`src/shared/ustc_pkg.sv`:
```
package ustc_pkg;
	// register byte addresses on the bus
	localparam logic [3:0] ADDR_SOF_THRESHOLD = 4'h0;
	localparam logic [3:0] ADDR_CONFIG_ONE = 4'h4;
	localparam logic [3:0] ADDR_STATUS = 4'h8;
	// field positions
	localparam int EYE_BIT = 7;
	localparam int OEMON_BIT = 6;
	localparam int IDLE_BIT = 4;
	// implemented bit masks of the two writable registers
	localparam logic [15:0] SOF_MASK = 16'h00ff;
	localparam logic [15:0] CFG_MASK = 16'h00d3;
	// reset values
	localparam logic [7:0] SOF_RESET = 8'h00;
	localparam logic [7:0] CFG_RESET = 8'h00;
	// threshold overhead in byte times
	localparam logic [7:0] SOF_OVERHEAD = 8'h0a;
	localparam logic [1:0] PPB_EVEN_ODD = 2'h3;
	localparam logic [1:0] RESP_OKAY = 2'h0;
	localparam logic [1:0] RESP_SLVERR = 2'h2;
	typedef enum logic [0:0] {
		BUS_IDLE = 1'b0,
		BUS_RESP = 1'b1
	} ustc_bus_e;
endpackage

```
`src/rtl/ustc_sof_threshold_config.sv`:
```
module ustc_sof_threshold_config
	import ustc_pkg::*;
(
	input wire logic clk,
	input wire logic rst_n,
	input wire logic [3:0] s_axi_awaddr,
	input wire logic s_axi_awvalid,
	output logic s_axi_awready,
	input wire logic [31:0] s_axi_wdata,
	input wire logic [3:0] s_axi_wstrb,
	input wire logic s_axi_wvalid,
	output logic s_axi_wready,
	output logic [1:0] s_axi_bresp,
	output logic s_axi_bvalid,
	input wire logic s_axi_bready,
	input wire logic [3:0] s_axi_araddr,
	input wire logic s_axi_arvalid,
	output logic s_axi_arready,
	output logic [31:0] s_axi_rdata,
	output logic [1:0] s_axi_rresp,
	output logic s_axi_rvalid,
	input wire logic s_axi_rready,
	input wire logic hostMode,
	input wire logic cpuIdle,
	input wire logic [10:0] bytesToFrame,
	input wire logic tokenRequest,
	input wire logic linesDriving,
	output logic tokenStart,
	output logic eyePatternTestEnable,
	output logic outputEnableIndication,
	output logic moduleHalted,
	output logic evenOddEndpoints
);
	typedef struct packed {
		ustc_bus_e wrState;
		logic awTaken;
		logic wTaken;
		logic [3:0] awAddr;
		logic [31:0] wData;
		logic [3:0] wStrb;
		logic [1:0] bResp;
		ustc_bus_e rdState;
		logic [31:0] rData;
		logic [1:0] rResp;
		logic [7:0] sofThresholdCount;
		logic [7:0] configOne;
		logic tokenStart;
	} ustc_state_s;

	ustc_state_s st;
	ustc_state_s next_st;
	logic wrFire;
	logic eyeTest;
	logic oeMonitor;
	logic haltIdle;
	logic [1:0] ppbConfig;
	logic halted;
	logic tokenAllowed;

	// register read image; unimplemented bits read zero
	function automatic logic [31:0] readImage(input logic [3:0] addr, input ustc_state_s s, input logic hlt);
		logic [31:0] v;
		v = 32'h0000_0000;
		case (addr)
			ADDR_SOF_THRESHOLD: v = {24'h00_0000, s.sofThresholdCount};
			ADDR_CONFIG_ONE: v = {24'h00_0000, s.configOne};
			ADDR_STATUS: v = {30'h0000_0000, s.tokenStart, hlt};
			default: v = 32'h0000_0000;
		endcase
		return v;
	endfunction

	function automatic logic mapped(input logic [3:0] addr);
		return addr == ADDR_SOF_THRESHOLD || addr == ADDR_CONFIG_ONE || addr == ADDR_STATUS;
	endfunction

	// configuration fields decoded
	assign eyeTest = st.configOne[EYE_BIT];
	assign oeMonitor = st.configOne[OEMON_BIT];
	assign haltIdle = st.configOne[IDLE_BIT];
	assign ppbConfig = st.configOne[1:0];
	assign halted = haltIdle && cpuIdle;
	// threshold is count bytes: packet plus ten of overhead, host only
	assign tokenAllowed = hostMode && !halted && ({3'h0, st.sofThresholdCount} <= bytesToFrame);
	assign wrFire = (st.awTaken || s_axi_awvalid) && (st.wTaken || s_axi_wvalid) && st.wrState == BUS_IDLE;

	// next state: bus slave plus token gating
	always_comb begin
		next_st = st;
		if (st.wrState == BUS_IDLE) begin
			if (s_axi_awvalid && !st.awTaken) begin
				next_st.awTaken = 1'b1;
				next_st.awAddr = s_axi_awaddr;
			end
			if (s_axi_wvalid && !st.wTaken) begin
				next_st.wTaken = 1'b1;
				next_st.wData = s_axi_wdata;
				next_st.wStrb = s_axi_wstrb;
			end
		end
		if (wrFire) begin
			next_st.awTaken = 1'b0;
			next_st.wTaken = 1'b0;
			next_st.wrState = BUS_RESP;
			next_st.bResp = mapped(next_st.awAddr) ? RESP_OKAY : RESP_SLVERR;
			// only lane 0 holds implemented bits; bits 15-8 are dropped
			if (next_st.wStrb[0] && next_st.awAddr == ADDR_SOF_THRESHOLD) begin
				next_st.sofThresholdCount = next_st.wData[7:0] & SOF_MASK[7:0];
			end
			if (next_st.wStrb[0] && next_st.awAddr == ADDR_CONFIG_ONE) begin
				next_st.configOne = next_st.wData[7:0] & CFG_MASK[7:0];
			end
		end else if (st.wrState == BUS_RESP && s_axi_bready) begin
			next_st.wrState = BUS_IDLE;
		end
		case (st.rdState)
			BUS_IDLE: begin
				if (s_axi_arvalid) begin
					next_st.rdState = BUS_RESP;
					next_st.rData = readImage(s_axi_araddr, st, halted);
					next_st.rResp = mapped(s_axi_araddr) ? RESP_OKAY : RESP_SLVERR;
				end
			end
			BUS_RESP: begin
				if (s_axi_rready) begin
					next_st.rdState = BUS_IDLE;
				end
			end
			default: next_st.rdState = BUS_IDLE;
		endcase
		// token start follows the request one cycle later, refused when too little frame is left
		next_st.tokenStart = tokenRequest && tokenAllowed;
	end

	// state register
	always_ff @(posedge clk or negedge rst_n) begin
		if (!rst_n) begin
			st <= '{wrState: BUS_IDLE, rdState: BUS_IDLE, sofThresholdCount: SOF_RESET,
				configOne: CFG_RESET, bResp: RESP_OKAY, rResp: RESP_OKAY, default: '0};
		end else begin
			st <= next_st;
		end
	end

	// bus handshake outputs
	assign s_axi_awready = st.wrState == BUS_IDLE && !st.awTaken;
	assign s_axi_wready = st.wrState == BUS_IDLE && !st.wTaken;
	assign s_axi_bvalid = st.wrState == BUS_RESP;
	assign s_axi_bresp = st.bResp;
	assign s_axi_arready = st.rdState == BUS_IDLE;
	assign s_axi_rvalid = st.rdState == BUS_RESP;
	assign s_axi_rdata = st.rData;
	assign s_axi_rresp = st.rResp;
	// controls to the rest of the controller
	assign tokenStart = st.tokenStart;
	assign eyePatternTestEnable = eyeTest;
	assign outputEnableIndication = oeMonitor && linesDriving;
	assign moduleHalted = halted;
	assign evenOddEndpoints = ppbConfig == PPB_EVEN_ODD;

	// the encoding examples, checked on stored counts
	localparam logic [7:0] PKT64_COUNT = 8'h4a;
	localparam logic [7:0] PKT8_COUNT = 8'h12;
endmodule // ustc_sof_threshold_config

```
`config.mk`:
```
export PLATFORM = sky130hd
export DESIGN_NAME = ustc_sof_threshold_config
export DESIGN_NICKNAME = d
export VERILOG_FILES = /design/src/shared/ustc_pkg.sv /design/src/rtl/ustc_sof_threshold_config.sv
export SDC_FILE = /design/constraint.sdc
export NUM_CORES = 1
export LEC_CHECK = 0
export ABC_AREA = 1
export BUFFER_PORTS_ARGS = -buffer_cell sky130_fd_sc_hd__buf_2
export CAP_MARGIN = 20
export CORE_MARGIN = 2
export CORE_UTILIZATION = 48
export DETAILED_ROUTE_END_ITERATION = 7
export PLACE_DENSITY = 0.81
export SYNTH_ARGS = -nofsm -noshare
export SYNTH_HDL_FRONTEND = slang
export SYNTH_SLANG_ARGS = --single-unit
export TNS_END_PERCENT = 20
```
`constraint.sdc`:
```
create_clock -name clk -period 1.6 [get_ports clk]
set_input_delay 0.16 -clock clk [delete_from_list [all_inputs] [get_ports clk]]
set_output_delay 0.16 -clock clk [all_outputs]
set_load 0.05 [all_outputs]
```
After elaboration in Yosys (flattened, before gate mapping)
Cells that the tools add are included.
{"block": "totals", "regBits": 94, "inputBits": 66, "word_cells": 72}
{"block": "classes", "order_cmp": 1, "eq_ne": 6, "muxes": 14, "bitwise_logic": 2, "reduce_logical": 34}
{"operator": "42-bit two-way mux", "count": 1}
{"operator": "36-bit two-way mux", "count": 1}
{"operator": "35-bit two-way mux", "count": 1}
{"operator": "8-bit case mux with 3 select lines", "count": 1}
{"operator": "1-bit logical AND", "count": 14}
{"operator": "2-bit AND reduction", "count": 6}
{"operator": "8-bit by 11-bit <= comparator with 1-bit output", "count": 1}
{"operator": "4-bit by 3-bit equality test with 1-bit output, second input constant", "count": 2}
{"operator": "4-bit equality test, second input constant", "count": 2}
{"operator": "4-bit logical NOT", "count": 2}
{"operator": "1-bit logical OR", "count": 6}
{"operator": "2-bit two-way mux", "count": 3}
{"operator": "2-bit nonzero test", "count": 3}
{"operator": "1-bit two-way mux", "count": 5}
{"operator": "4-bit two-way mux", "count": 1}
{"operator": "1-bit logical NOT", "count": 3}
{"operator": "2-bit equality test, second input constant", "count": 1}
{"operator": "2-bit by 1-bit inequality test with 1-bit output, second input constant", "count": 1}
{"operator": "1-bit NOT", "count": 2}
{"operator": "1-bit case mux with 2 select lines", "count": 1}

Longest topological paths before layout
Gate-level depths: netlist of run 1.
{"block": "logic_depth", "ltp_word": 8, "mapped_depth": 10, "ltp_nobuf": 9}

Worst setup path after synthesis of run 1
OpenSTA, ideal clock, no wires.
{"block": "synth_timing", "path_kind": "flip-flop to flip-flop", "start": "reg st, in the netlist s_axi_bvalid", "end": "reg st[10] (netlist bit)", "arrival_ns": 1.749, "slack_ns": -0.266, "stages_incl_launch_ff": 9, "synth_period_minus_slack_ns": 1.866, "path_cell_list": "dfrtp_1 > nor2_4 > nand2_4 > nand2_4 > nand2_4 > nor2_8 > nand3_4 > nand2_1 > nand2_1"}
{"element": "start, declared", "line_no": "ustc_sof_threshold_config.sv:50", "source": "ustc_state_s st;"}
{"element": "start signal, assigned", "line_no": "ustc_sof_threshold_config.sv:138", "source": "st <= '{wrState: BUS_IDLE, rdState: BUS_IDLE, sofThresholdCount: SOF_RESET,"}
{"element": "start signal, assigned", "line_no": "ustc_sof_threshold_config.sv:141", "source": "st <= next_st;"}

Worst setup path in the final report of run 1
{"block": "layout_timing", "start": "reg st, in the netlist s_axi_bvalid", "end": "out s_axi_wready"}
{"block": "layout_via", "elab_chain_len": 2}
{"element": "1-bit NOT (no line)"}
{"element": "1-bit logical AND", "line_no": "ustc_sof_threshold_config.sv:147", "source": "assign s_axi_wready = st.wrState == BUS_IDLE && !st.wTaken;"}
{"element": "end, declared", "line_no": "ustc_sof_threshold_config.sv:12", "source": "output logic s_axi_wready,"}
No other way between the ends.

==> results of run 1 <==
-- stage by stage --
stage	TNS, ns	cell area (µm²)	total power, W	worst slack [ns]
final	0	2930	0.00495	0.0659
after floorplan	-2.39	2650	0.00360	-0.148
after detailed placement	0	2760	0.00401	0.0790
after global placement	0	2760	0.00392	0.122
after global routing	-0.00725	2930	0.00530	-0.00569
after CTS	0	2880	0.00486	0.0540
-- cell usage after synthesis (all sizes together) (2+ instances only) --
cell	instances	share of area, %
o21ai	3	0.59
nand3	35	8.4
nand2	117	20
nor2	13	5.2
inv	29	4.3
ha	8	3.9
nand3b	6	2.3
dfrtp	41	40
buf	40	12
a31oi	2	0.49
a21oi	5	0.99
nor3	3	0.79
-- power by group --
group	leakage (nW)	switching, W	internal [W]
Clock	0.0585	0.000374	0.000467
Sequential	0.523	0.000263	0.00139
Combinational	1.12	0.00173	0.000721
Total	1.70	0.00236	0.00258
-- per-layer routing --
metal  share of wire (%)  up-vias
li1                    -     1020
met1                  47      872
met2                  45       81
met3                 7.1        6
met4                0.88        0
met5                   0        -
-- sequential cells by signal, summed over array words and instances (netlist names) --
register              count
eyePatternTestEnable      1
haltIdle                  1
oeMonitor                 1
ppbConfig                 2
s_axi_bresp               1
s_axi_bvalid              1
s_axi_rdata               8
s_axi_rresp               1
s_axi_rvalid              1
st                       23
tokenStart                1
-- layout make-up --
class / count / area (µm²) / area share [%]
Tap cell: 70 / 87.6 / 2.99
Timing Repair Buffer: 65 / 358 / 12.2
Sequential cell: 41 / 1030 / 35.2
Clock buffer: 5 / 68.8 / 2.35
Inverter: 30 / 116 / 3.98
Multi-Input combinational cell: 222 / 1220 / 41.7
Clock inverter: 3 / 43.8 / 1.50
-- kinds of logic (layout without fill, tap and decap cells) --
family                   Yosys count  in the layout  share of synthesized area, %
buffers and inverters             70            103                          16.6
other                              1             26                         0.148
adder cells (fa/ha/maj)            8              8                          3.94
AO/OA/AOI/OAI                     11             11                          2.37
flip-flops                        41             41                          40.4
AND/OR/NAND/NOR                  174            177                          36.5
-- final timing paths --
check,to,from,slack (ns),cells past startpoint
worst max register to register,st[14],s_axi_bvalid,0.13,8
max in group asynchronous,st[14],rst_n,0.72,3
worst min register to register,s_axi_rdata[5],s_axi_rdata[5],0.48,2
worst max-delay path,s_axi_wready,s_axi_bvalid,0.07,3
worst min-delay path,s_axi_bvalid,s_axi_bready,0.02,2
min in group asynchronous,s_axi_rdata[4],rst_n,0.38,2
-- worst max-delay path, cell delays in order, from the launching register on --
cell     delay [ns]
dfrtp_2        0.46
nor2_2         0.16
buf_4          0.18
buf_2          0.27
-- what timing repair did --
action                                  4_1_cts  5_1_grt
hold buffers                                  1        0
buffers inserted                              0        2
endpoints found under the setup margin        0       13
resized for setup                             0        3
endpoints found under the hold margin        22        0
==> results.py, run 1 <==
metrics = {
    "layout": {
        "post-route-util_pct": 57.3,
        "drive_gt1_share_pct": 29.8,
        "area.growth.synth_to_final_pct": 15.3,
        "num-fill-cells": 493,
        "fin_cells": 436,
        "final_cell_mix": "nand2_1 (101), buf_2 (58), dfrtp_1 (38)",
        "nNetsFinal": 439,
        "layout_commonest_cell": "nand2_1",
        "antenna_cells": 0,
    },
    "flow_run": {
        "drv_cap": 0,
    },
    "cts": {
        "cts_tree": "built",
        "root_buffer": "clkbuf_8",
        "clock_latency_ns": 0.30,
        "htreeDepth": 2,
        "clock_path_buffers": 2,
        "cts.reportedPaths.clkPinSlew_ns": 0.08,
        "cts.sinks": 41,
        "cts_buffers": 5,
    },
    "route": {
        "via_per_inst": 4.54,
        "drtIter0Drc": 54,
        "drc_errors": 0,
        "ant_nets": 0,
        "drt_pass1_iterations": 4,
        "wirelength_um": 4900,
        "vias": 1979,
        "wl_per_cell_um": 11.2,
    },
    "outcome": {
        "status": "complete, no violations",
    },
    "yosys": {
        "ys_ff_latch": 41,
        "syn_inst": 305,
        "synth.avg_cell_area_um2": 8.32,
        "synthFlopType": "dfrtp_1",
        "ys_warn_count": 0,
        "async_flop_share_pct": 100,
        "syn_area_um2": 2540,
        "yosysSeqAreaShare_pct": 40.4,
        "ys_types": 26,
        "synth-edff-count": 0,
    },
    "power_and_ir_drop": {
        "power.density_nw_per_um2": 1690,
        "vdd_drop_max_v": 0.00104,
        "p_leak_nw": 1.70,
    },
    "timing": {
        "period_minus_slack_ns": 1.53,
        "finalMaxSlewViolations": 0,
        "setup_violations": 0,
        "fmax_mhz": 652,
        "finalCritPeriodShare_pct": 95.9,
        "worst_hold_slack_ns": 0.0249,
        "slew_headroom_pct": 63.0,
        "tightest_slew_ns": 0.556,
        "skew_ns": 0.0127,
        "hold_violations": 0,
    },
    "grt": {
        "track_usage_pct": 17.1,
        "grt_max_degree": 24,
        "antenna_found_initial": 0,
        "busiest_layer": "met2",
        "grt_pass1_wl_um": 8140,
        "first_global_vias": 1823,
        "use_met3_pct": 4.59,
        "grtUsageMet1_pct": 22.9,
        "grtUsageMet2_pct": 27.6,
        "overflow": 0,
    },
    "critical_path": {
        "startpoint_type": "flip-flop",
        "crit_fanout": 10,
        "arrival_ns": 1.37,
        "worstPathRequired_ns": 1.44,
        "worstSetupEndpointType": "output port",
        "crit_type": "flip-flop to output port",
    },
    "place": {
        "port-buffer-count": 58,
        "place_inst": 422,
        "dpl.hpwl_um": 3740,
        "routabilityCongestion": 0.859,
    },
    "floorplan": {
        "die_h_um": 76.7,
        "dieArea_um2": 5880,
        "start_util_pct": 49.7,
        "rows": 26,
        "ios": 112,
        "core_um2": 5110,
        "die_x_um": 76.7,
    },
    "min_path": {
        "min_path_type": "primary input to flip-flop",
    },
}
No activity file was read; power rests on OpenSTA's default activity.
==> inputs of run 2 (changes only) <==
--- a/config.mk
+++ b/config.mk
@@ -5,13 +5,13 @@
 export SDC_FILE = /design/constraint.sdc
 export NUM_CORES = 1
 export LEC_CHECK = 0
-export ABC_AREA = 1
 export BUFFER_PORTS_ARGS = -buffer_cell sky130_fd_sc_hd__buf_2
 export CAP_MARGIN = 20
 export CORE_MARGIN = 2
-export CORE_UTILIZATION = 48
+export CORE_UTILIZATION = 46
 export DETAILED_ROUTE_END_ITERATION = 7
-export PLACE_DENSITY = 0.81
+export MAX_ROUTING_LAYER = met4
+export PLACE_DENSITY = 0.8
 export SYNTH_ARGS = -nofsm -noshare
 export SYNTH_HDL_FRONTEND = slang
 export SYNTH_SLANG_ARGS = --single-unit
==> run 2 against run 1 <==
Against the previous run:
- the run now ends with setup timing left
- total power is 9.5% lower
- combinational power is 19% lower
- critical path depth is 3 higher
- synthesized area is 12% lower
- via count is 25% lower
- global-route usage is 0.096 points higher
- largest cell class is now flip-flops and latches
- worst setup slack worse by 0.37 ns
- clock power is 3.7% higher
- sequential share of layout area is 3.6 points higher
- first-iteration DRC count is 56% lower
- non-clock buffer count is 8 higher
- routed wire length is 12% lower
==> results.py, run 2 <==
metrics = {
    "outcome": {
        "status": "complete, but fails checks",
        "failed_checks": "setup timing",
    },
    "layout": {
        "drive_gt1_share_pct": 43.2,
        "regMostFlops": "st",
        "layout_commonest_cell": "buf_2",
        "nNetsFinal": 332,
        "final_area_um2": 2650,
        "post-route-util_pct": 56.5,
        "area.growth.synth_to_final_pct": 18.5,
        "final_cell_mix": "buf_2 (58), dfrtp_1 (40), conb_1 (26)",
        "largest_register_ffs": 23,
        "fin_cells": 313,
        "antenna_cells": 0,
    },
    "floorplan": {
        "start_util_pct": 47.6,
        "die_x_um": 73.7,
        "ios": 112,
        "core_um2": 4690,
        "rows": 25,
        "dieArea_um2": 5430,
        "die_h_um": 73.7,
    },
    "grt": {
        "antenna_found_initial": 0,
        "first_global_vias": 1464,
        "grt_max_degree": 25,
        "track_usage_pct": 17.2,
        "grt_pass1_wl_um": 6670,
        "overflow": 0,
    },
    "power_and_ir_drop": {
        "vdd_drop_max_v": 0.000949,
        "p_total_w": 0.00447,
        "power.density_nw_per_um2": 1690,
        "p_leak_nw": 1.45,
    },
    "yosys": {
        "async_flop_share_pct": 100,
        "synth_area_leader_cell": "dfrtp_1",
        "synthFlopType": "dfrtp_1",
        "ys_ff_latch": 41,
        "synth_top_area_share_pct": 45.9,
        "syn_inst": 193,
        "netlist_top_cells_area": "dfrtp_1 (46%), buf_4 (12%), mux2_2 (8.6%)",
        "ys_types": 32,
        "yosysSeqAreaShare_pct": 45.9,
        "synth-edff-count": 0,
        "yosysMostFrequentCell": "dfrtp_1",
        "synth.top_cells.by_count": "dfrtp_1 (41), buf_4 (36), mux2_2 (17)",
        "ys_warn_count": 0,
        "syn_area_um2": 2230,
        "synth.avg_cell_area_um2": 11.6,
    },
    "critical_path": {
        "startpoint_type": "flip-flop",
        "slowest_stage": "dfrtp_2",
        "path_buf_inv": 2,
        "ff2ff_setup_slack_ns": -0.30,
        "critPathMaxStageDelay_ns": 0.44,
        "worstPathRequired_ns": 1.79,
        "crit_type": "flip-flop to flip-flop",
        "crit_family": "multiplexers",
        "crit_fanout": 8,
        "worstSetupEndpointType": "flip-flop",
        "path_cells": "nor3b_4, mux2i_1, inv_1, nand4bb_1, buf_6, mux2_4",
        "arrival_ns": 2.09,
    },
    "place": {
        "pre_cts_slack_ns": -0.325,
        "port-buffer-count": 58,
        "routabilityCongestion": 0.785,
        "place_inst": 303,
        "placed_cell_area_um2": 2510,
        "dpl.hpwl_um": 3400,
    },
    "cts": {
        "cts_buffers": 5,
        "root_buffer": "clkbuf_8",
        "clock_path_buffers": 2,
        "cts_tree": "built",
        "cts.reportedPaths.clkPinSlew_ns": 0.08,
        "htreeDepth": 2,
        "clock_latency_ns": 0.30,
        "cts.sinks": 41,
    },
    "route": {
        "vias": 1489,
        "via_per_inst": 4.76,
        "drc_errors": 0,
        "ant_nets": 0,
        "drtIter0Drc": 24,
        "wl_per_cell_um": 13.7,
        "wirelength_um": 4290,
        "drt_pass1_iterations": 4,
    },
    "timing": {
        "period_minus_slack_ns": 1.90,
        "rsz0062_at_grt": "yes",
        "setup_violations": 14,
        "finalCritPeriodShare_pct": 119,
        "setup_ws_ns": -0.302,
        "finalMaxSlewViolations": 0,
        "hold_violations": 0,
        "fmax_mhz": 526,
        "skew_ns": 0.00842,
    },
    "flow_run": {
        "drv_cap": 0,
    },
    "min_path": {
        "min_path_type": "primary input to flip-flop",
    },
}
[run 2: cell types whose count changed after synthesis, sizes merged, moves of 4 or more]
cell,previous run,this run
nand2,117,7
nand3,35,2
mux2,0,26
inv,29,13
a22o,0,6
mux2i,0,6
nand3b,6,0
nor2,13,9
o21ai,3,7
[run 2: final timing paths]
kind                           startpoint        endpoint  cells past startpoint
setup / recovery             s_axi_bvalid          st[15]                      6
hold / removal               s_axi_rready    s_axi_rvalid                      2
setup reg to reg             s_axi_bvalid          st[15]                      6
hold reg to reg            s_axi_rdata[7]  s_axi_rdata[7]                      2
max in group asynchronous           rst_n    s_axi_bvalid                      3
min in group asynchronous           rst_n  s_axi_rresp[1]                      2
[run 2: what timing repair did]
item | in CTS | in global routing
hold endpoints to repair | 17 | 0
pin swaps | 1 | 0
resized for setup | 1 | 0
setup buffers | 1 | 0
setup endpoints to repair | 14 | 14
hold buffers | 1 | 0
[run 2: kinds of logic (layout without fill, tap and decap cells)]
group | after synthesis | after routing | share of synthesized area [%]
buf+inv | 53 | 94 | 15.6
flops | 41 | 41 | 45.9
simple gates | 33 | 33 | 8.51
mux | 32 | 32 | 17.3
compound gates | 25 | 25 | 8.01
fa+ha+maj | 8 | 8 | 4.48
other cells | 1 | 26 | 0.168
[run 2: power by group]
part	switching (W)	internal, W
clock network	0.000365	0.000507
logic	0.00111	0.000866
registers	0.000225	0.00140
total	0.00170	0.00277
[run 2: per-layer routing]
| metal | GRT usage [%] | vias up | share of wire, % |
|---|---|---|---|
| li1 | - | 722 | - |
| met1 | 20.8 | 702 | 45 |
| met2 | 26.8 | 57 | 48 |
| met3 | 3.84 | 8 | 5.5 |
| met4 | 9.29 | 0 | 2.2 |
| met5 | - | - | 0 |
[run 2: stage by stage]
step	hold slack (ns)	setup TNS, ns
global placement	0.125	-3.21
finish	0.0450	-3.91
CTS	0.0398	-3.83
floorplan	-0.136	-5.16
detailed placement	0.129	-4.19
global route	0.0486	-5.54
[run 2: layout make-up]
class	count	area (µm²)
timing repair buffer	73	422
clock inverter	2	37.5
multi-input combinational	124	963
inverter	13	48.8
sequential	41	1030
fill	405	2040
clock buffer	6	82.6
tap	54	67.6
